File: src/hw/pigng_defines.vh
// Constants for the PCM input guard and noise gate: offsets, fields, resets and timing
`ifndef PIGNG_DEFINES_VH
`define PIGNG_DEFINES_VH

// ----------------------------------------------------------------------------
// Register offsets
// ----------------------------------------------------------------------------
`define PIGNG_ADDR_GATE_THRESHOLD 16'h2030
`define PIGNG_ADDR_GATE_ENABLE 16'h2033
`define PIGNG_ADDR_CLOCK_WATCH 16'h2038
`define PIGNG_ADDR_DATA_WATCH 16'h2039
`define PIGNG_ADDR_CHECK_ENABLE 16'h203F

// ----------------------------------------------------------------------------
// Reset values
// ----------------------------------------------------------------------------
`define PIGNG_RST_GATE_THRESHOLD 8'h32
`define PIGNG_RST_GATE_ENABLE 8'h00
`define PIGNG_RST_CLOCK_WATCH 8'h00
`define PIGNG_RST_DATA_WATCH 8'h00
`define PIGNG_RST_CHECK_ENABLE 8'h07

// ----------------------------------------------------------------------------
// Field positions
// ----------------------------------------------------------------------------
`define PIGNG_GATE_ENTRY_LSB 0
`define PIGNG_GATE_EXIT_LSB 4
`define PIGNG_GATE_ON_BIT 0
`define PIGNG_SELF_RESUME_BIT 0
`define PIGNG_RATE_TOL_LSB 1
`define PIGNG_RATIO_TOL_LSB 4
`define PIGNG_WINDOW_LSB 0
`define PIGNG_FROZEN_LSB 2
`define PIGNG_LARGE_LSB 4
`define PIGNG_CLOCK_CHECK_BIT 0
`define PIGNG_FROZEN_CHECK_BIT 1
`define PIGNG_LARGE_CHECK_BIT 2
`define PIGNG_LEVEL_CODE_MAX 4'h9

// ----------------------------------------------------------------------------
// Link framing and timing
// ----------------------------------------------------------------------------
`define PIGNG_SAMPLE_W 16
`define PIGNG_BCLK_PER_FRAME 32
`define PIGNG_CLK_NS 10
`define PIGNG_FRAME_MIN_NS 15000
`define PIGNG_FRAME_MAX_NS 25000
`define PIGNG_FRAME_MIN_CYC (`PIGNG_FRAME_MIN_NS + `PIGNG_CLK_NS - 1) / `PIGNG_CLK_NS
`define PIGNG_FRAME_MAX_CYC `PIGNG_FRAME_MAX_NS / `PIGNG_CLK_NS
`define PIGNG_MS_NS 1000000
`define PIGNG_MS_CYC `PIGNG_MS_NS / `PIGNG_CLK_NS
`define PIGNG_WINDOW0_MS 64
`define PIGNG_WINDOW1_MS 256
`define PIGNG_WINDOW2_MS 1024
`define PIGNG_WINDOW3_MS 4096

`endif

File: src/hw/pigng_fault_filter.v
// Consecutive bad/good frame filter that raises and clears one clock fault
`timescale 1ns/1ps

module pigng_fault_filter (
  input wire core_clk,
  input wire reset,
  input wire check_on,
  input wire frame_tick,
  input wire frame_bad,
  input wire [2:0] tolerance,
  output reg fault_r
);

  reg [6:0] run_r;
  wire [6:0] raise_count;
  wire [6:0] clear_count;

  // ----------------------------------------------------------------------------
  // Thresholds: n+1 bad frames to raise, 1 or 8(n+1) good frames to clear
  // ----------------------------------------------------------------------------
  assign raise_count = {4'h0, tolerance} + 7'h01;
  assign clear_count = (tolerance == 3'h0) ? 7'h01 : {raise_count[3:0], 3'h0};

  // Run counter restarts whenever a frame agrees with the present state
  always @(posedge core_clk) begin
    if (reset || !check_on) begin
      run_r <= 7'h00;
      fault_r <= 1'b0;
    end else if (frame_tick) begin
      if (frame_bad == fault_r) begin
        run_r <= 7'h00;
      end else if (run_r + 7'h01 >= (fault_r ? clear_count : raise_count)) begin
        run_r <= 7'h00;
        fault_r <= ~fault_r;
      end else begin
        run_r <= run_r + 7'h01;
      end
    end
  end

endmodule // pigng_fault_filter

File: src/hw/pigng_top.v
// PCM input supervisor: noise gate, clock checks, data checks and register file
// Notes on behaviour
// - Noise gate works only while its enable bit is set; it resets cleared.
// - Enter idle when toggling low bits fall to entry level, code n means n+1.
// - Leave idle when toggling low bits reach exit level; exit level resets to 3.
// - Framing fault after n+1 bad-ratio frames; clears after 1 or 8(n+1) good.
// - Rate fault after n+1 bad-rate periods; clears after 1 or 8(n+1) good.
// - Any clock fault stops playback until clocks are valid and play restarts.
// - Self-resume bit set restarts playback on valid clocks; cleared stays stopped.
// - Data fault when magnitude stays above the large-sample level for the window.
// - Data fault when one value above the frozen level persists for the window.
// - Window field in bits 1:0 selects persistence time; resets to 0.
// - Window codes 0 to 3 are 64, 256, 1024 and 4096 ms.
// - Clock, large and frozen checks each run only when enabled; all reset on.
`timescale 1ns/1ps
`include "pigng_defines.vh"

module pigng_top #(
  parameter MS_CYCLES = `PIGNG_MS_CYC
) (
  input wire core_clk,
  input wire reset,
  input wire bit_clk_pin,
  input wire frame_clk_pin,
  input wire serial_data_pin,
  input wire play_request,
  input wire [15:0] reg_addr,
  input wire [7:0] reg_wdata,
  input wire reg_write,
  input wire reg_read,
  output reg [7:0] reg_rdata_r,
  output reg play_on_r,
  output reg gate_idle_r,
  output reg ratio_fault_out_r,
  output reg rate_fault_out_r,
  output reg data_fault_r
);

  localparam SW = `PIGNG_SAMPLE_W;
  // Check enables reset value, sized so its low bits can be selected
  localparam [7:0] CHECK_RST = `PIGNG_RST_CHECK_ENABLE;

  // ----------------------------------------------------------------------------
  // Register file
  // ----------------------------------------------------------------------------
  reg [7:0] gate_threshold_ctl_r;
  reg [7:0] gate_enable_ctl_r;
  reg [7:0] clock_watch_ctl_r;
  reg [7:0] data_watch_ctl_r;
  reg [2:0] check_enable_r;

  wire gate_on = gate_enable_ctl_r[`PIGNG_GATE_ON_BIT];
  wire [3:0] gate_entry_level = gate_threshold_ctl_r[`PIGNG_GATE_ENTRY_LSB +: 4];
  wire [3:0] gate_exit_level = gate_threshold_ctl_r[`PIGNG_GATE_EXIT_LSB +: 4];
  wire clock_fault_self_resume = clock_watch_ctl_r[`PIGNG_SELF_RESUME_BIT];
  wire [2:0] rate_fault_tolerance = clock_watch_ctl_r[`PIGNG_RATE_TOL_LSB +: 3];
  wire [2:0] ratio_fault_tolerance = clock_watch_ctl_r[`PIGNG_RATIO_TOL_LSB +: 3];
  wire [1:0] sample_fault_window = data_watch_ctl_r[`PIGNG_WINDOW_LSB +: 2];
  wire [1:0] frozen_sample_level = data_watch_ctl_r[`PIGNG_FROZEN_LSB +: 2];
  wire [1:0] large_sample_level = data_watch_ctl_r[`PIGNG_LARGE_LSB +: 2];
  wire clock_check_on = check_enable_r[`PIGNG_CLOCK_CHECK_BIT];
  wire frozen_sample_check_on = check_enable_r[`PIGNG_FROZEN_CHECK_BIT];
  wire large_sample_check_on = check_enable_r[`PIGNG_LARGE_CHECK_BIT];

  // Writes store fields; unused bits of the narrow registers stay zero
  always @(posedge core_clk) begin
    if (reset) begin
      gate_threshold_ctl_r <= `PIGNG_RST_GATE_THRESHOLD;
      gate_enable_ctl_r <= `PIGNG_RST_GATE_ENABLE;
      clock_watch_ctl_r <= `PIGNG_RST_CLOCK_WATCH;
      data_watch_ctl_r <= `PIGNG_RST_DATA_WATCH;
      check_enable_r <= CHECK_RST[2:0];
    end else if (reg_write) begin
      case (reg_addr)
        `PIGNG_ADDR_GATE_THRESHOLD: gate_threshold_ctl_r <= reg_wdata;
        `PIGNG_ADDR_GATE_ENABLE: gate_enable_ctl_r <= {7'h00, reg_wdata[0]};
        `PIGNG_ADDR_CLOCK_WATCH: clock_watch_ctl_r <= {1'b0, reg_wdata[6:0]};
        `PIGNG_ADDR_DATA_WATCH: data_watch_ctl_r <= {2'h0, reg_wdata[5:0]};
        `PIGNG_ADDR_CHECK_ENABLE: check_enable_r <= reg_wdata[2:0];
        default: check_enable_r <= check_enable_r;
      endcase
    end
  end

  // Read data is registered one cycle after the read strobe; unmapped reads zero
  always @(posedge core_clk) begin
    if (reset) begin
      reg_rdata_r <= 8'h00;
    end else if (reg_read) begin
      case (reg_addr)
        `PIGNG_ADDR_GATE_THRESHOLD: reg_rdata_r <= gate_threshold_ctl_r;
        `PIGNG_ADDR_GATE_ENABLE: reg_rdata_r <= gate_enable_ctl_r;
        `PIGNG_ADDR_CLOCK_WATCH: reg_rdata_r <= clock_watch_ctl_r;
        `PIGNG_ADDR_DATA_WATCH: reg_rdata_r <= data_watch_ctl_r;
        `PIGNG_ADDR_CHECK_ENABLE: reg_rdata_r <= {5'h00, check_enable_r};
        default: reg_rdata_r <= 8'h00;
      endcase
    end
  end

  // ----------------------------------------------------------------------------
  // Pin synchronisers and link edge detection
  // ----------------------------------------------------------------------------
  reg [2:0] meta_r;
  reg [2:0] sync_r;
  reg bclk_d_r;
  reg lrclk_d_r;

  // Two flops per pin; only the second stage feeds logic
  always @(posedge core_clk) begin
    if (reset) begin
      meta_r <= 3'h0;
      sync_r <= 3'h0;
      bclk_d_r <= 1'b0;
      lrclk_d_r <= 1'b0;
    end else begin
      meta_r <= {serial_data_pin, frame_clk_pin, bit_clk_pin};
      sync_r <= meta_r;
      bclk_d_r <= sync_r[0];
      lrclk_d_r <= sync_r[1];
    end
  end

  wire bclk_rise = sync_r[0] && !bclk_d_r;
  wire frame_start = sync_r[1] && !lrclk_d_r;

  // ----------------------------------------------------------------------------
  // Serial capture: the last SW bits before a frame start form the sample
  // ----------------------------------------------------------------------------
  reg [SW-1:0] shift_r;
  reg [SW-1:0] sample_r;
  reg [SW-1:0] prev_sample_r;
  reg sample_tick_r;
  reg [7:0] bclk_count_r;
  reg [11:0] frame_cyc_r;
  reg ratio_bad_r;
  reg rate_bad_r;
  reg first_frame_r;

  // Counts bit clocks and core cycles per frame, then latches the sample
  always @(posedge core_clk) begin
    if (reset) begin
      shift_r <= {SW{1'b0}};
      sample_r <= {SW{1'b0}};
      prev_sample_r <= {SW{1'b0}};
      sample_tick_r <= 1'b0;
      bclk_count_r <= 8'h00;
      frame_cyc_r <= 12'h000;
      ratio_bad_r <= 1'b0;
      rate_bad_r <= 1'b0;
      first_frame_r <= 1'b1;
    end else begin
      sample_tick_r <= frame_start && !first_frame_r;
      if (bclk_rise) begin
        shift_r <= {shift_r[SW-2:0], sync_r[2]};
      end
      if (frame_start) begin
        first_frame_r <= 1'b0;
        prev_sample_r <= sample_r;
        sample_r <= shift_r;
        ratio_bad_r <= (bclk_count_r + (bclk_rise ? 8'h01 : 8'h00)) != `PIGNG_BCLK_PER_FRAME;
        rate_bad_r <= (frame_cyc_r < `PIGNG_FRAME_MIN_CYC) ||
                      (frame_cyc_r > `PIGNG_FRAME_MAX_CYC);
        bclk_count_r <= 8'h00;
        frame_cyc_r <= 12'h000;
      end else begin
        if (bclk_rise && bclk_count_r != 8'hFF) begin
          bclk_count_r <= bclk_count_r + 8'h01;
        end
        if (frame_cyc_r != 12'hFFF) begin
          frame_cyc_r <= frame_cyc_r + 12'h001;
        end
      end
    end
  end

  // ----------------------------------------------------------------------------
  // Clock checks and playback control
  // ----------------------------------------------------------------------------
  wire ratio_fault;
  wire rate_fault;

  // Framing check on bit clocks per frame
  pigng_fault_filter u_ratio_filter (
    .core_clk(core_clk),
    .reset(reset),
    .check_on(clock_check_on),
    .frame_tick(sample_tick_r),
    .frame_bad(ratio_bad_r),
    .tolerance(ratio_fault_tolerance),
    .fault_r(ratio_fault)
  );

  // Frame rate check on core cycles per frame
  pigng_fault_filter u_rate_filter (
    .core_clk(core_clk),
    .reset(reset),
    .check_on(clock_check_on),
    .frame_tick(sample_tick_r),
    .frame_bad(rate_bad_r),
    .tolerance(rate_fault_tolerance),
    .fault_r(rate_fault)
  );

  reg stopped_r;
  wire clock_fault = ratio_fault || rate_fault;

  // A fault latches a stop; it lifts on valid clocks if self-resume is set,
  // otherwise only when the playback request is withdrawn and made again
  always @(posedge core_clk) begin
    if (reset) begin
      stopped_r <= 1'b0;
      play_on_r <= 1'b0;
      ratio_fault_out_r <= 1'b0;
      rate_fault_out_r <= 1'b0;
    end else begin
      ratio_fault_out_r <= ratio_fault;
      rate_fault_out_r <= rate_fault;
      if (clock_fault) begin
        stopped_r <= 1'b1;
      end else if (clock_fault_self_resume || !play_request) begin
        stopped_r <= 1'b0;
      end
      play_on_r <= play_request && !clock_fault && !stopped_r;
    end
  end

  // ----------------------------------------------------------------------------
  // Noise gate
  // ----------------------------------------------------------------------------

  // Width of the span from bit 0 up to the highest changed bit, saturating at 15
  function [3:0] pigng_span;
    input [SW-1:0] diff;
    integer i;
    begin
      pigng_span = 4'h0;
      for (i = 0; i < SW; i = i + 1) begin
        if (diff[i]) begin
          pigng_span = (i >= 14) ? 4'hF : i[3:0] + 4'h1;
        end
      end
    end
  endfunction

  // Reserved codes act as the largest legal code
  function [3:0] pigng_level;
    input [3:0] code;
    begin
      pigng_level = ((code > `PIGNG_LEVEL_CODE_MAX) ? `PIGNG_LEVEL_CODE_MAX : code) + 4'h1;
    end
  endfunction

  reg [3:0] toggle_span_r;
  reg span_valid_r;

  // Measure per frame; disabling the gate clears measurement and idle state
  always @(posedge core_clk) begin
    if (reset || !gate_on) begin
      toggle_span_r <= 4'h0;
      span_valid_r <= 1'b0;
      gate_idle_r <= 1'b0;
    end else begin
      span_valid_r <= sample_tick_r;
      if (sample_tick_r) begin
        toggle_span_r <= pigng_span(sample_r ^ prev_sample_r);
      end
      if (span_valid_r) begin
        if (!gate_idle_r && toggle_span_r <= pigng_level(gate_entry_level)) begin
          gate_idle_r <= 1'b1;
        end else if (gate_idle_r && toggle_span_r >= pigng_level(gate_exit_level)) begin
          gate_idle_r <= 1'b0;
        end
      end
    end
  end

  // ----------------------------------------------------------------------------
  // Data checks
  // ----------------------------------------------------------------------------
  wire [SW-1:0] magnitude = sample_r[SW-1] ? (~sample_r + 16'h0001) : sample_r;
  wire [SW-1:0] large_limit = 16'h0400 << large_sample_level;
  wire [SW-1:0] frozen_limit = 16'h0001 << {frozen_sample_level, 1'b0};
  wire large_now = large_sample_check_on && (magnitude >= large_limit);
  wire frozen_now = frozen_sample_check_on && (sample_r == prev_sample_r) &&
                    (magnitude >= frozen_limit);
  reg bad_data_r;
  reg [16:0] ms_div_r;
  reg [12:0] bad_ms_r;
  reg [12:0] window_ms;
  // Window lengths at the width of the millisecond counter
  localparam [12:0] WINDOW0_MS = `PIGNG_WINDOW0_MS;
  localparam [12:0] WINDOW1_MS = `PIGNG_WINDOW1_MS;
  localparam [12:0] WINDOW2_MS = `PIGNG_WINDOW2_MS;
  localparam [12:0] WINDOW3_MS = `PIGNG_WINDOW3_MS;

  // Window code to milliseconds
  always @* begin
    case (sample_fault_window)
      2'h0: window_ms = WINDOW0_MS;
      2'h1: window_ms = WINDOW1_MS;
      2'h2: window_ms = WINDOW2_MS;
      default: window_ms = WINDOW3_MS;
    endcase
  end

  // Condition re-evaluated each frame; bad time counted in ms ticks
  always @(posedge core_clk) begin
    if (reset) begin
      bad_data_r <= 1'b0;
      ms_div_r <= 17'h00000;
      bad_ms_r <= 13'h0000;
      data_fault_r <= 1'b0;
    end else begin
      if (sample_tick_r) begin
        bad_data_r <= large_now || frozen_now;
      end
      if (!bad_data_r || !(large_sample_check_on || frozen_sample_check_on)) begin
        ms_div_r <= 17'h00000;
        bad_ms_r <= 13'h0000;
        data_fault_r <= 1'b0;
      end else if (ms_div_r == MS_CYCLES[16:0] - 17'h00001) begin
        ms_div_r <= 17'h00000;
        if (bad_ms_r + 13'h0001 >= window_ms) begin
          data_fault_r <= 1'b1;
        end else begin
          bad_ms_r <= bad_ms_r + 13'h0001;
        end
      end else begin
        ms_div_r <= ms_div_r + 17'h00001;
      end
    end
  end

endmodule // pigng_top

File: config.mk
export PLATFORM = sky130hd
export DESIGN_NAME = pigng_top
export DESIGN_NICKNAME = d
export VERILOG_FILES = /design/src/hw/pigng_fault_filter.v /design/src/hw/pigng_top.v
export VERILOG_INCLUDE_DIRS = /design/src /design/src/hw
export SDC_FILE = /design/constraint.sdc
export NUM_CORES = 1
export LEC_CHECK = 0
export ABC_AREA = 1
export BUFFER_PORTS_ARGS = -buffer_cell sky130_fd_sc_hd__buf_2
export CORE_MARGIN = 1.5
export CORE_UTILIZATION = 45
export DETAILED_ROUTE_END_ITERATION = 7
export GPL_ROUTABILITY_DRIVEN = 1
export PLACE_DENSITY = 0.61
export SYNTH_ARGS = -nofsm -noshare
export SYNTH_HDL_FRONTEND = slang
export SYNTH_SLANG_ARGS = --single-unit
File: constraint.sdc
create_clock -name core_clk -period 5.3 [get_ports core_clk]
set_input_delay 0.265 -clock core_clk [delete_from_list [all_inputs] [get_ports core_clk]]
set_output_delay 0.265 -clock core_clk [all_outputs]
set_load 0.005 [all_outputs]
---- Yosys cells after proc, flatten, opt, wreduce, memory -nomap -nowiden ----
Index checks and enable logic that the tools add are counted.
storage, ports and cells
  register bits ........................... 171
  bits of input ports ..................... 32
  output and inout bits ................... 13
  logic and storage cells ................. 162
cells by class
  shift operators ......................... 2
  muxes and demuxes ....................... 34
  bitwise gates (word level) .............. 7
  order comparisons ....................... 11
  add/subtract/negate cells ............... 12
  equal/unequal tests ..................... 14
  reduce and logical (&&, ||, !) cells .... 48
operator list
  cell                                                                      number
  16-bit by 14-bit equality test with 1-bit output (second input constant)  5
  4-bit two-way mux                                                         17
  7-bit two-way mux                                                         8
  8-bit one-hot mux with 5 select lines                                     1
  13-bit one-hot mux with 3 select lines                                    1
  16-bit greater-or-equal comparator                                        2
  17-bit by 1-bit adder with 17-bit output (second input constant)          1
  17-bit equality test (second input constant)                              1
  16-bit by 1-bit adder with 16-bit output (second input constant)          1
  16-bit equality test                                                      1
  16-bit two-way mux                                                        1
  16-bit inverter                                                           1
  2-bit AND reduction                                                       8
  1-bit by 3-bit left shift with 16-bit output (first input constant)       1
  11-bit by 2-bit left shift with 16-bit output (first input constant)      1
  16-bit bitwise XOR                                                        1
  7-bit by 1-bit adder with 7-bit output (second input constant)            2
  7-bit greater-or-equal comparator                                         2
  13-bit by 1-bit adder with 13-bit output (second input constant)          1
  13-bit greater-or-equal comparator                                        1
  12-bit by 1-bit adder with 12-bit output (second input constant)          1
  12-bit > comparator (second input constant)                               1
  12-bit by 11-bit < comparator with 1-bit output (second input constant)   1
  12-bit != test (second input constant)                                    1
  other kinds (23)                                                          67

---- Longest topological paths before layout ----
Gate-level depths: netlist of run 1.
  word-level depth ........................ 17
  mapped depth ............................ 18
  gate-level depth less buffers ........... 17

---- Modules after synthesis ----
Synthesis of run 1 repeated with hierarchy kept, for this count alone.
unflattened totals
  cell total of the unflattened synthesis .. 1322
  area, all modules ....................... 9311.4 µm²
by module, submodules not included
  module              seq. area each (µm²)  area each (µm²)  instances  cells an instance
  pigng_top           3103.0                7770.0           1          1086
  pigng_fault_filter  160.2                 770.7            2          118

---- Worst setup path after synthesis of run 1 ----
Ideal clock, no wire load.
  path type ............................... reg-to-reg
  start ................................... register bad_ms_r[0]
  end ..................................... register bad_ms_r[10]
  library setup time ...................... 116 ps
  stages on the path, launching flop included .. 17
  path slack .............................. 2816 ps
  required time ........................... 5184 ps
  clock period less this slack ............ 2484 ps
  data arrival time ....................... 2368 ps
  path buffers ............................ 1
  cells stage by stage .................... dfxtp_1 -> ha_1 -> nand4_1 -> nor2_1 -> nand2_1 -> inv_1 -> nand2_1 -> nor2_1 -> xor2_1 -> ha_1 -> nand2_1 -> nand2_1 -> a21oi_4 -> nand3_4 -> buf_6 -> o21ai_0 -> nor2_1
on the way
  longest elaborated chain between the ends .. 4
ends and longest elaborated chain
  what                                        line                              source
  start, declared                             pigng_top.v:289                   reg [12:0] bad_ms_r;
  start signal, assigned                      pigng_top.v:327                   bad_ms_r <= bad_ms_r + 13'h0001;
  13-bit by 1-bit adder with 13-bit output *  pigng_top.v:324, pigng_top.v:327
  13-bit greater-or-equal comparator          pigng_top.v:324                   if (bad_ms_r + 13'h0001 >= window_ms) begin
  1-bit inverter (no line)                    n/a
  2-bit AND reduction (no line)               n/a
Every way passes the cells marked *; elsewhere a longest branch is shown, timed or not.
A chain may end at the register's enable or synchronous reset.

---- Final worst setup path of run 1 ----
  start ................................... register sample_r[0]
  end ..................................... register bad_data_r
on the way
  longest elaborated chain between the ends .. 6
  elaborated cells on any way between the ends .. 10
  classes of those cells .................. 1 x add/sub; 2 x order compare; 1 x eq/ne; 1 x mux; 1 x bitwise; 4 x reduce/logical
ends and longest elaborated chain
  what                                                   line                              source
  start, declared                                        pigng_top.v:131                   reg [SW-1:0] sample_r;
  start signal, assigned                                 pigng_top.v:144                   sample_r <= {SW{1'b0}};
  start signal, assigned                                 pigng_top.v:160                   sample_r <= shift_r;
  16-bit inverter                                        pigng_top.v:281                   wire [SW-1:0] magnitude = sample_r[SW-1] ? (~sample_r + 16'h0001) : sample_r;
  16-bit by 1-bit adder with 16-bit output               pigng_top.v:281
  16-bit two-way mux                                     pigng_top.v:281
  16-bit greater-or-equal comparator (on tied branches)  pigng_top.v:284, pigng_top.v:286
  1-bit logical AND (on tied branches)                   pigng_top.v:284, pigng_top.v:285
  1-bit logical OR *                                     pigng_top.v:316                   bad_data_r <= large_now || frozen_now;
  end signal, assigned                                   pigng_top.v:316
  end, declared                                          pigng_top.v:287                   reg bad_data_r;
Marked as above.

==> impl_results.rst, run 1 <==
.. list-table::
   :header-rows: 1

   * - Metric
     - Value
   * - Result of the run
     - complete, no violations
   * - Max Clk Rate
     - ~0.35 GHz
   * - YS warnings
     - 0
   * - Worst max-slew margin expressed relative to the limit
     - 26.5%
   * - HPWL after detailed placement
     - 14.4 mm
   * - Cell-internal power
     - 0.00203 W
   * - Remaining number of nets flagged by the antenna check after routing
     - 0
   * - Worst clock skew on the final layout
     - 0.0121 ns
   * - Mux share of post-synthesis cell area
     - 0%
   * - Endpoint of the lowest-slack register-to-register path
     - bad_data_r
   * - Leakage power total
     - 4.17 nW
   * - Total Negative Setup Slacks
     - 0 ns
   * - Global Route Usage Sum
     - about a fifth
   * - Number of hold violations in the final report
     - 0
   * - Worst hold margin
     - around 0.047 ns
   * - Path depth of the worst reg2reg path
     - 16
   * - Synthesized area divided by synthesized cell count
     - 7.16 um^2
   * - Final-layout fill cell count
     - 2,006
   * - Final setup violating endpoints
     - 0
   * - Total of hold buffers inserted after clock tree synthesis
     - 0
   * - Unique cell type count in the Yosys netlist
     - 50
   * - Area fraction in compound gates after synthesis
     - between 10% and 20%
   * - Worst Path Max Fanout
     - 6
   * - Routability-driven placement congestion ratio
     - 0.809
   * - Num rows
     - 51
   * - Clock Tree Buf Depth
     - 2
   * - Worst EP arrival
     - 3.17 ns
   * - Number of global-route vias before repair
     - a little over 7k
   * - Worst Setup Path Type
     - flop to flop
   * - Post-synthesis instance area
     - 0.00893 mm^2
   * - Vias post-DR
     - 7,808
   * - Post-synthesis simple-gate area fraction
     - 23.8%
   * - Clock net sink count
     - 171
   * - Avg WL per Cell
     - 12.7 um
   * - Setup Buffers After CTS
     - 0
   * - FF-to-FF Start
     - sample_r[0]
   * - Power density of the placed cells
     - 264 mW/mm^2
   * - #FFs+latches synth
     - 171
   * - Dominant combinational cell family by area after synthesis
     - simple AND/OR/NAND/NOR gates
   * - Area share of xor/xnor cells in the synthesized design
     - 5.48%
   * - Count of flip-flops with a built-in enable after synthesis
     - 0
   * - Resized cells post-CTS
     - 0
   * - Element type at the critical path start
     - flop
   * - Avg Vias per Cell
     - 5.01
   * - Switching part of the total power
     - ~23%
   * - Final Routed Wirelength
     - 19.8 mm
   * - End point of the critical path
     - bad_data_r
   * - Portion of total power attributed to the clock network
     - 46.1%
   * - Antenna Diode Count
     - 0
   * - Initial DRC count
     - ~380
   * - Final #Nets
     - 1,365
   * - Portion of the post-synthesis area used by sequential elements
     - 38.3%
   * - Async set-reset flop share out of synthesis
     - 0%
   * - Area of the placeable core
     - 0.0195 mm^2
   * - Chip width
     - 144 um
   * - Layout overhead on the synthesized area
     - 11.4%
   * - Largest net degree at the start of global routing
     - 46
   * - Source-to-sink clock delay at the later pin of the worst-skew pair
     - 0.43 ns
   * - CTS tree
     - yes
   * - Fraction of the mapped netlist area in adder cells
     - around 7.1%
   * - Actual slew at the worst max-slew pin
     - 1.10 ns
   * - Maximum level of the CTS H-tree
     - 4
   * - Required arrival time at the worst endpoint
     - 5.62 ns
   * - Synth Net Count
     - 1,330
   * - First-pass GRT wire length
     - 33.1 mm
   * - Startpoint of the most critical setup path
     - sample_r[0]
   * - Die height
     - 144 um
   * - Initial antenna violation count
     - 0
   * - HP Class
     - primary input to flop
   * - Maximum vdd ir drop
     - 0.000199 V
   * - Final cycle utilization of the critical path
     - 53.8%
   * - IO Count
     - 45
   * - Clk slew on worst S/H paths
     - 0.06 ns
   * - Sequential cell fraction of total power
     - ~50%
   * - Max-slew violations
     - 0
   * - Die Footprint
     - 0.0207 mm^2
   * - Overflow left after global routing
     - 0
   * - Fraction of final layout cells with drive strength greater than 1
     - 7.03%
   * - Clock root buffer master
     - clkbuf_16
   * - Number of buffers created by CTS
     - 17
   * - Critical path endpoint category
     - flop
   * - Max-cap violations
     - 0
   * - Reg-to-reg slack, setup
     - 2.45 ns
   * - Core Util, Final
     - 51.1%
   * - Post-synthesis instance total
     - 1,247
   * - Setup repair after global routing missed its margin
     - false
   * - Final worst path period need
     - 2.85 ns
   * - Number of DRC violations after detailed routing
     - 0
   * - Drt pass-1 iters
     - 6
   * - Dominant synthesized flop cell
     - dfxtp_1
   * - Part of the power in combinational logic
     - 4.1%
   * - Net switching power of the design
     - about 0.00060 W
   * - Number of port buffers
     - between 40 and 50
   * - Starting Density
     - 45.9%
[cell families (layout without fill, tap and decap cells)]
| logic type | count (synthesis) | count (layout) |
|---|---|---|
| xor gates and xnor gates | 55 | 55 |
| AOI/OAI and AO/OA | 264 | 264 |
| buffers and inverters | 220 | 268 |
| adders and majority gates | 51 | 51 |
| and+or+nand+nor | 486 | 486 |
| DFF | 171 | 171 |
[Yosys cell counts (2+ instances only)]
cell type,instances,area (um^2)
xor2_1,34,298
nor2_1,121,454
nor2_4,2,22.5
nand4_1,28,175
xnor2_1,20,175
nand3b_1,5,37.5
clkbuf_1,27,101
inv_1,188,706
a31oi_1,3,18.8
nand2_1,231,867
dfxtp_1,171,3420
o22ai_1,22,138
nor4_1,7,43.8
o31ai_1,3,22.5
o21ai_0,100,500
and2_1,2,12.5
ha_1,51,638
nand3_1,51,255
o21a_1,4,30.0
a21oi_1,115,576
nor3_1,26,130
or2_2,2,12.5
o21ai_1,4,20.0
nor3b_1,3,22.5
a211oi_1,2,15.0
[power by group through the flow]
stage,sequential [W],combinational [W],clock (W)
finish,0.00131,0.000107,0.00121
global route,0.00131,0.000123,0.00130
CTS,0.00131,0.000109,0.00125
detailed placement,0.00134,0.000108,0
global placement,0.00134,0.000107,0
floorplan,0.00134,0.0000709,0
[sequential cells by signal, indices dropped and copies added, names as in the netlist, 3 cells and up]
register,cells
sample_r,16
bclk_count_r,8
check_enable_r,3
toggle_span_r,4
meta_r,3
sync_r,3
frame_cyc_r,12
reg_rdata_r,8
prev_sample_r,16
u_ratio_filter.run_r,7
ms_div_r,17
u_rate_filter.run_r,7
data_watch_ctl_r,6
clock_watch_ctl_r,7
bad_ms_r,13
shift_r,16
gate_threshold_ctl_r,8
[final cells by class]
class                      instances  area, um^2  area share [%]
multi-input combinational        856        4670            47.0
tap                              265         332            3.33
clock inverter                     9        88.8           0.893
sequential                       171        3420            34.4
inverter                         190         713            7.17
timing repair buffer              46         235            2.36
clock buffer                      23         488            4.90
[cells in the final DEF, fill, tap and decap left out, drive strengths merged, types with 6 or more instances in the layout]
cell / Yosys / routed
nand2: 233 / 233
inv: 189 / 189
dfxtp: 171 / 171
nor2: 124 / 124
a21oi: 116 / 116
o21ai: 104 / 104
nand3: 53 / 53
ha: 51 / 51
buf: 3 / 46
xor2: 35 / 35
nand4: 28 / 28
nor3: 28 / 28
clkbuf: 27 / 23
o22ai: 22 / 22
xnor2: 20 / 20
nor4: 8 / 8
clkinv: 1 / 6
[how the worst min path moves through the flow]
| stage | from | endpoint | cells past startpoint |
|---|---|---|---|
| floorplan | bit_clk_pin | meta_r[0] | 2 |
| global placement | meta_r[0] | sync_r[0] | 2 |
| detailed placement | meta_r[0] | sync_r[0] | 2 |
| CTS | serial_data_pin | meta_r[2] | 3 |
| global route | serial_data_pin | meta_r[2] | 3 |
| finish | serial_data_pin | meta_r[2] | 3 |
[metrics by stage]
stage	worst slack [ns]	cell area (um^2)	std cells	total power, W
6_report	2.45	9950	1560	0.00263
5_1_grt	2.09	9950	1560	0.00273
4_1_cts	2.46	9950	1560	0.00267
3_5_place_dp	2.47	9380	1528	0.00145
3_3_place_gp	2.57	9380	1528	0.00145
2_1_floorplan	2.82	8930	1247	0.00141
[metal layers]
layer | track usage (%) | routed length (um)
met4 | 5.59 | 282
met1 | 26.1 | 9870
met2 | 33.0 | 8930
met3 | 4.40 | 742
met5 | 0 | 0
[critical path, cell delays in order, from the launching register on]
cell	delay, ns
dfxtp_1	0.31
inv_1	0.15
ha_1	0.17
inv_1	0.04
nor3_1	0.47
nand3_1	0.19
nand2_1	0.11
nand2_1	0.06
nand2_1	0.10
ha_1	0.24
o21a_1	0.17
o21a_1	0.16
o21ai_0	0.13
nand3_1	0.09
o21a_1	0.18
nor2_1	0.08
a21oi_1	0.08
(Power assumes the default switching activity.)
==> inputs of run 2 (changes only) <==
--- a/config.mk
+++ b/config.mk
@@ -6,13 +6,13 @@
 export SDC_FILE = /design/constraint.sdc
 export NUM_CORES = 1
 export LEC_CHECK = 0
-export ABC_AREA = 1
+export ABC_AREA = 0
 export BUFFER_PORTS_ARGS = -buffer_cell sky130_fd_sc_hd__buf_2
 export CORE_MARGIN = 1.5
 export CORE_UTILIZATION = 45
 export DETAILED_ROUTE_END_ITERATION = 7
 export GPL_ROUTABILITY_DRIVEN = 1
-export PLACE_DENSITY = 0.61
+export PLACE_DENSITY = 0.63
 export SYNTH_ARGS = -nofsm -noshare
 export SYNTH_HDL_FRONTEND = slang
 export SYNTH_SLANG_ARGS = --single-unit
==> constraint.sdc (replaced) <==
create_clock -name core_clk -period 2.4 [get_ports core_clk]
set_input_delay 0.12 -clock core_clk [delete_from_list [all_inputs] [get_ports core_clk]]
set_output_delay 0.12 -clock core_clk [all_outputs]
set_load 0.005 [all_outputs]
==> impl_results.rst, run 2 <==
.. list-table::
   :header-rows: 1

   * - Metric
     - Value
   * - Result of the run
     - finished, violations left
   * - Failing checks
     - negative setup slack
   * - Number of hold violations in the final report
     - 0 (unchanged)
   * - Worst max-slew margin expressed relative to the limit
     - 34.3% (+7.8 points)
   * - Number of global-route vias before repair
     - 6,972 (-1.5%)
   * - Remaining number of nets flagged by the antenna check after routing
     - 0 (unchanged)
   * - Slowest cell on the critical path
     - or4_4
   * - Element type at the critical path start
     - flop
   * - Starting Density
     - 46.3% (+0.41 points)
   * - Post-detailed-placement cell area
     - 0.00988 mm^2 (+5.3%)
   * - Dominant combinational cell family by area after synthesis
     - simple AND/OR/NAND/NOR gates
   * - CTS tree
     - yes
   * - Startpoint of the lowest-slack hold path
     - reg_wdata[1]
   * - YS warnings
     - 0 (unchanged)
   * - Final std cell area, no fill
     - 0.0109 mm^2 (+9.5%)
   * - Max-cap violations
     - 0 (unchanged)
   * - HPWL after detailed placement
     - 15.1 mm (+4.4%)
   * - Clock root buffer master
     - clkbuf_16
   * - Critical path endpoint category
     - flop
   * - Number of port buffers
     - 44 (unchanged)
   * - Final cycle utilization of the critical path
     - 112% (+58 points)
   * - Path depth of the worst reg2reg path
     - 12 (-4)
   * - Cell-internal power
     - 0.00442 W (+120%)
   * - Number of cells on the worst hold path
     - 3 (unchanged)
   * - First-pass GRT wire length
     - 34.1 mm (+3.0%)
   * - Fraction of the mapped netlist area in adder cells
     - 7.30% (+0.15 points)
   * - Top post-synthesis cells by area
     - dfxtp_1 (39%), ha_1 (7.3%), nand2_1 (5.5%)
   * - Endpoint of the worst hold path
     - clock_watch_ctl_r[1]
   * - Max-slew violations
     - 0 (unchanged)
   * - Drt pass-1 iters
     - 5 (-1)
   * - Layout overhead on the synthesized area
     - 24.6%
   * - Sequential cell fraction of total power
     - 49.1% (-0.7 points)
   * - Leakage power total
     - 4.29 nW (+2.9%)
   * - Clock Tree Buf Depth
     - 2 (unchanged)
   * - Number of DRC violations after detailed routing
     - 0 (unchanged)
   * - Worst Setup Path Type
     - flop to flop
   * - Max Clk Rate
     - 0.371 GHz (+5.8%)
   * - Final Routed Wirelength
     - 21.1 mm (+6.3%)
   * - List of cells traversed by the critical path
     - or4_4 > or3_4 > o21ai_2 > xnor2_1 > ha_1 > o21ai_2 > nand2b_1 > a21oi_2 > nor2b_1 > o311a_1 > a21oi_2 > o22ai_1
   * - Die Footprint
     - 0.0203 mm^2 (-2.0%)
   * - Die height
     - 142 um (-1.0%)
   * - Final setup violating endpoints
     - 15 (+15)
   * - Clock net sink count
     - 171 (unchanged)
   * - Required arrival time at the worst endpoint
     - 2.70 ns (-2.92 ns)
   * - Largest area contributor in the synthesized netlist
     - dfxtp_1
   * - IO Count
     - 45 (unchanged)
   * - Switching part of the total power
     - 24.2% (+1.4 points)
   * - Net switching power of the design
     - 0.00141 W (+140%)
   * - Mux share of post-synthesis cell area
     - 1.42% (+1.4 points)
   * - Register with the highest flop count
     - ms_div_r
   * - Post-synthesis instance area
     - 0.00875 mm^2 (-2.1%)
   * - Largest register FFs
     - 17 (unchanged)
   * - Vias post-DR
     - 7,657 (-1.9%)
   * - Portion of the post-synthesis area used by sequential elements
     - 39.1% (+0.81 points)
   * - HP Class
     - primary input to flop
   * - Area share of xor/xnor cells in the synthesized design
     - 7.81% (+2.3 points)
   * - Most repeated cell in the gate-level netlist after synthesis
     - dfxtp_1
   * - Setup repair after global routing missed its margin
     - true
   * - Top post-synthesis cells by count
     - dfxtp_1 (171), nand2_1 (128), nor2_1 (82), a21oi_1 (74), ha_1 (51)
   * - Final #Nets
     - 1,239 (-9.2%)
   * - Avg WL per Cell
     - 14.7 um (+16%)
   * - Final Total Pwr
     - 0.00583 W (+120%)
   * - Synthesized area divided by synthesized cell count
     - 8.51 um^2 (+19%)
   * - Worst Path Max Fanout
     - 2 (-4)
   * - Chip width
     - 142 um (-1.0%)
   * - Largest net degree at the start of global routing
     - 34 (-26%)
   * - Post-synth top area share
     - 39.1% (+0.81 points)
   * - Maximum vdd ir drop
     - 0.000492 V (+150%)
   * - Worst clock skew on the final layout
     - 0.0105 ns (-0.00155 ns)
   * - Reg-to-reg slack, setup
     - -0.29 ns (-2.74 ns)
   * - Portion of total power attributed to the clock network
     - 47.7% (+1.6 points)
   * - Overflow left after global routing
     - 0 (unchanged)
   * - Most frequent standard cell in the layout excluding fill and tap cells
     - dfxtp_1
   * - Clk slew on worst S/H paths
     - 0.07 ns (about the same)
   * - Power density of the placed cells
     - 535 mW/mm^2 (+100%)
   * - Dominant synthesized flop cell
     - dfxtp_1
   * - Area of the placeable core
     - 0.0189 mm^2 (-2.9%)
   * - FF-to-FF Start
     - sample_r[3]
   * - Final worst path period need
     - 2.69 ns (-0.157 ns)
   * - Count of flip-flops with a built-in enable after synthesis
     - 0 (unchanged)
   * - Endpoint of the lowest-slack register-to-register path
     - bad_data_r
   * - Commonest non-fill, non-tap cells in the layout
     - dfxtp_1 (163), nand2_1 (128), buf_4 (99), nor2_1 (78), a21oi_1 (65)
   * - Source-to-sink clock delay at the later pin of the worst-skew pair
     - 0.43 ns (about the same)
   * - Worst EP arrival
     - 3.00 ns (-0.17 ns)
   * - Avg Vias per Cell
     - 5.35 (+6.8%)
   * - Maximum level of the CTS H-tree
     - 4 (unchanged)
   * - Global Route Usage Sum
     - 21.0% (+1.1 points)
   * - Post-synthesis instance total
     - 1,028 (-18%)
   * - Unique cell type count in the Yosys netlist
     - 71 (+42%)
   * - Post-synthesis simple-gate area fraction
     - 22.8% (-0.96 points)
   * - Async set-reset flop share out of synthesis
     - 0% (unchanged)
   * - Part of the power in combinational logic
     - 3.2% (-0.9 points)
   * - Initial antenna violation count
     - 3 (+3)
   * - Area fraction in compound gates after synthesis
     - 17.8% (+1.8 points)
   * - Worst path max stage delay
     - 0.53 ns (+0.06 ns)
   * - Actual slew at the worst max-slew pin
     - 0.980 ns (-0.119 ns)
   * - #FFs+latches synth
     - 171 (unchanged)
   * - Routability-driven placement congestion ratio
     - 0.853 (+5.4%)
   * - Least setup slack across all paths after layout
     - -0.295 ns (-2.74 ns)
   * - Synth Net Count
     - 1,111 (-16%)
   * - Initial DRC count
     - 467 (+23%)
   * - Number of buffers created by CTS
     - 17 (unchanged)
   * - Fraction of final layout cells with drive strength greater than 1
     - 22.0% (+15 points)
   * - Num rows
     - 50 (-2.0%)
[run 2: cell types whose count changed after synthesis, sizes merged, moves of 10 or more]
cell	before	now
nor2b	0	21
xnor2	20	42
buf	3	14
a22o	0	41
o21ai	104	42
o22ai	22	2
inv	189	29
a21oi	116	74
and3	0	10
nand2	233	128
nor3	28	9
or3	0	17
nor2	124	82
nand2b	0	23
[run 2: per-layer routing]
layer,wire (um),global-route usage (%)
met2,10000,35.4
met5,0,0
met4,499,7.92
met3,652,3.73
met1,9890,26.9
[run 2: worst max path at each step]
stage	startpoint	depth (start not counted)	to	slack, ns
floorplan	sample_r[3]	13	bad_data_r	-0.35
global placement	sample_r[3]	12	bad_data_r	-0.28
detailed placement	sample_r[3]	11	bad_data_r	-0.29
CTS	sample_r[3]	12	bad_data_r	-0.28
global route	sample_r[3]	12	bad_data_r	-0.41
finish	sample_r[3]	12	bad_data_r	-0.29
[run 2: kinds of logic (layout without fill, tap and decap cells)]
family,after synthesis,after routing
flip-flops,171,171
other,0,3
XOR/XNOR,78,78
multiplexers,12,12
AO/OA/AOI/OAI,231,231
adder cells (fa/ha/maj),51,51
AND/OR/NAND/NOR,405,406
buffers and inverters,80,220
[run 2: power by group through the flow]
stage                     sequential (W)  combinational (W)  clock, W
final                            0.00286           0.000187   0.00278
after global routing             0.00286           0.000208   0.00299
after CTS                        0.00286           0.000189   0.00285
after detailed placement         0.00293           0.000172         0
after global placement           0.00293           0.000172         0
after floorplan                  0.00293          0.0000980         0
[run 2: timing repair]
action                                  4_1_cts  5_1_grt
endpoints found under the setup margin       28       31
buffers inserted                              5        5
hold endpoints to repair                     22        0
cloned                                        1        0
hold buffers                                 12        0
resized for setup                            24       39
pin swaps                                    13       21
[run 2: layout make-up]
class,count,area [um^2]
Antenna cell,3,7.51
Fill cell,1733,8000
Clock inverter,14,150
Clock buffer,18,439
Multi-Input combinational cell,778,5310
Sequential cell,171,3440
Timing Repair Buffer,158,1120
Inverter,30,113
Tap cell,260,325
[run 2: critical path: cells and delay by family (launching register included)]
family / cells / cell delay [ns]
compound gates: 6 / 0.81
simple gates: 4 / 1.04
xor+xnor: 1 / 0.14
flops: 1 / 0.31
fa+ha+maj: 1 / 0.27
[run 2: per-stage QoR]
step / setup slack [ns] / hold WS [ns] / instances / TNS, ns / util [%]
after global placement: -0.276 / 0.331 / 1376 / -1.26 / 52.3
after detailed placement: -0.294 / 0.337 / 1376 / -2.76 / 52.3
after floorplan: -0.352 / 0.199 / 1028 / -0.795 / -
after global routing: -0.411 / 0.0130 / 1432 / -4.27 / 57.7
final: -0.295 / 0.0172 / 1432 / -2.48 / 57.7
after CTS: -0.278 / 0.00425 / 1425 / -1.11 / 56.6
==> inputs of run 3 (changes only) <==
--- a/config.mk
+++ b/config.mk
@@ -9,10 +9,11 @@
 export ABC_AREA = 0
 export BUFFER_PORTS_ARGS = -buffer_cell sky130_fd_sc_hd__buf_2
 export CORE_MARGIN = 1.5
-export CORE_UTILIZATION = 45
+export CORE_UTILIZATION = 56
 export DETAILED_ROUTE_END_ITERATION = 7
 export GPL_ROUTABILITY_DRIVEN = 1
-export PLACE_DENSITY = 0.63
+export PLACE_DENSITY = 0.76
+export REMOVE_ABC_BUFFERS = 1
 export SYNTH_ARGS = -nofsm -noshare
 export SYNTH_HDL_FRONTEND = slang
 export SYNTH_SLANG_ARGS = --single-unit
==> impl_results.rst, run 3 (synthesis gave the netlist of run 2 again) <==
.. list-table::
   :header-rows: 1

   * - Metric
     - Value
   * - IO Count
     - 45 (unchanged)
   * - Final #Nets
     - 1,247 (+0.65%)
   * - Most frequent standard cell in the layout excluding fill and tap cells
     - dfxtp_1
   * - Number of port buffers
     - 44 (unchanged)
   * - Max-slew violations
     - 0 (unchanged)
   * - Result of the run
     - finished, violations left
   * - Post-detailed-placement cell area
     - 0.00973 mm^2 (-1.5%)
   * - Element type at the critical path start
     - flop
   * - Max-cap violations
     - 0 (unchanged)
   * - Core Util, Final
     - 72.2% (+15 points)
   * - Source-to-sink clock delay at the later pin of the worst-skew pair
     - 0.44 ns (about the same)
   * - Clock root buffer master
     - clkbuf_16
   * - Routability-driven placement congestion ratio
     - 0.929 (+8.9%)
   * - Largest net degree at the start of global routing
     - 35 (+2.9%)
   * - Drt pass-1 iters
     - 6 (+1)
   * - Least setup slack across all paths after layout
     - -0.388 ns (-0.0929 ns)
   * - Antenna Diode Count
     - 0 (-3)
   * - First-pass GRT wire length
     - 34.0 mm (-0.35%)
   * - Worst max-slew margin expressed relative to the limit
     - 49.0% (+15 points)
   * - Actual slew at the worst max-slew pin
     - 0.763 ns (-0.218 ns)
   * - Number of cells on the worst hold path
     - 3 (unchanged)
   * - Area taken by flip-flops and latches
     - 0.00343 mm^2 (about the same)
   * - Critical path endpoint category
     - flop
   * - Clock net sink count
     - 171 (unchanged)
   * - Highest-utilization routing layer at the global route stage
     - met2
   * - Largest register FFs
     - 17 (unchanged)
   * - Worst Path Max Fanout
     - 7 (+5)
   * - Fraction of final layout cells with drive strength greater than 1
     - 23.4% (+1.5 points)
   * - Number of buffers created by CTS
     - 17 (unchanged)
   * - Leakage power total
     - 4.40 nW (+2.5%)
   * - HP Class
     - primary input to flop
   * - Required arrival time at the worst endpoint
     - 2.77 ns (+0.07 ns)
   * - Worst clock skew on the final layout
     - 0.00879 ns (-0.00174 ns)
   * - Commonest non-fill, non-tap cells in the layout
     - dfxtp_1 (162), nand2_1 (127), buf_4 (102), nor2_1 (78), a21oi_1 (64)
   * - Maximum vdd ir drop
     - 0.000754 V (+53%)
   * - Initial DRC count
     - 588 (+26%)
   * - Avg WL per Cell
     - 15.8 um (+7.2%)
   * - GR Util met1
     - 33.5% (+6.6 points)
   * - Final setup violating endpoints
     - 15 (unchanged)
   * - Initial antenna violation count
     - 0 (-3)
   * - Clock Tree Buf Depth
     - 2 (unchanged)
   * - Number of global-route vias before repair
     - 7,324 (+5.0%)
   * - Register with the highest flop count
     - ms_div_r
   * - Starting Density
     - 57.5% (+11 points)
   * - Num rows
     - 45 (-10%)
   * - GR Util met3
     - 5.88% (+2.1 points)
   * - Chip width
     - 128 um (-10%)
   * - Multi-input gate area in the final layout
     - 0.00540 mm^2 (+1.7%)
   * - Setup repair after global routing missed its margin
     - true
   * - Remaining number of nets flagged by the antenna check after routing
     - 0 (unchanged)
   * - Worst Setup Path Type
     - flop to flop
   * - Die Footprint
     - 0.0164 mm^2 (-19%)
   * - Path depth of the worst reg2reg path
     - 11 (-1)
   * - Global Route Usage Sum
     - 25.6% (+4.6 points)
   * - Maximum level of the CTS H-tree
     - 4 (unchanged)
   * - Final std cell area, no fill
     - 0.0110 mm^2 (+0.79%)
   * - Number of hold violations in the final report
     - 0 (unchanged)
   * - Number of DRC violations after detailed routing
     - 0 (unchanged)
   * - Vias post-DR
     - 8,006 (+4.6%)
   * - Total Negative Setup Slacks
     - -3.70 ns (-1.22 ns)
   * - Routing usage on met2
     - 41.7% (+6.3 points)
   * - Area of the placeable core
     - 0.0152 mm^2 (-20%)
   * - Final-layout fill cell count
     - 1,102 (-36%)
   * - Die height
     - 128 um (-10%)
   * - Final worst path period need
     - 2.79 ns (+0.0929 ns)
   * - Worst EP arrival
     - 3.16 ns (+0.16 ns)
   * - HPWL after detailed placement
     - 14.0 mm (-6.9%)
   * - Layout overhead on the synthesized area
     - 25.6%
   * - Failing checks
     - negative setup slack
   * - Clk slew on worst S/H paths
     - 0.07 ns (about the same)
   * - Power density of the placed cells
     - 534 mW/mm^2 (-0.21%)
   * - CTS tree
     - yes
   * - Avg Vias per Cell
     - 5.87 (+9.7%)
   * - Final cycle utilization of the critical path
     - 116% (+3.9 points)
   * - Max Clk Rate
     - 0.359 GHz (-3.3%)
   * - Worst hold margin
     - 0.134 ns (+0.117 ns)
   * - Final Routed Wirelength
     - 21.5 mm (+2.2%)
   * - Overflow left after global routing
     - 0 (unchanged)
   * - Worst-case setup slack after placement
     - -0.414 ns (-0.120 ns)
==> run 3: critical path, cell delays in order (launching register included) <==
cell     delay (ns)
dfxtp_2        0.37
and3_4         0.21
nand3_4        0.09
nor2_4         0.14
nand3_4        0.10
xnor2_2        0.15
ha_1           0.25
nor2_1         0.20
a41oi_2        0.22
or3_4          0.48
or3_4          0.39
a21oi_2        0.13
==> run 3: repair_timing <==
item / in CTS / in global routing
pin swaps: 34 / 34
setup endpoints to repair: 30 / 31
setup buffers: 6 / 5
resized for setup: 47 / 52
hold buffers: 14 / 0
endpoints found under the hold margin: 30 / 0
cloned: 1 / 0
==> run 3: power by group <==
group / internal, W / leakage (nW) / switching, W / total (W)
logic: 0.0000705 / 2.72 / 0.000113 / 0.000184
clock network: 0.00163 / 0.297 / 0.00119 / 0.00282
registers: 0.00285 / 1.38 / 0.0000117 / 0.00286
==> run 3: metal layers <==
metal / share of wire, % / vias to the layer above
met5: 0 / -
met4: 2.8 / 0
met3: 5.8 / 60
met2: 47 / 268
met1: 45 / 3749
li1: - / 3929
==> run 3: metrics by stage <==
stage          power (W)  std cells
5_1_grt          0.00602       1365
3_5_place_dp     0.00309       1308
3_3_place_gp     0.00309       1308
2_1_floorplan    0.00300        978
4_1_cts          0.00589       1361
6_report         0.00587       1365
==> run 3: area by class of cell <==
type	count	area share, %
clock buffers	20	4.25
clock inverters	12	1.26
inverters	30	1.05
multi-input cells	778	49.2
flip-flops and latches	171	31.3
well taps	188	2.14
repair buffers	166	10.9
==> run 3: final timing paths <==
| kind | startpoint | endpoint | slack, ns |
|---|---|---|---|
| worst max register to register | bad_ms_r[2] | bad_ms_r[4] | -0.39 |
| worst min-delay path | reg_write | clock_watch_ctl_r[1] | 0.13 |
| worst max-delay path | bad_ms_r[2] | bad_ms_r[4] | -0.39 |
| worst min register to register | first_frame_r | sample_tick_r | 0.42 |
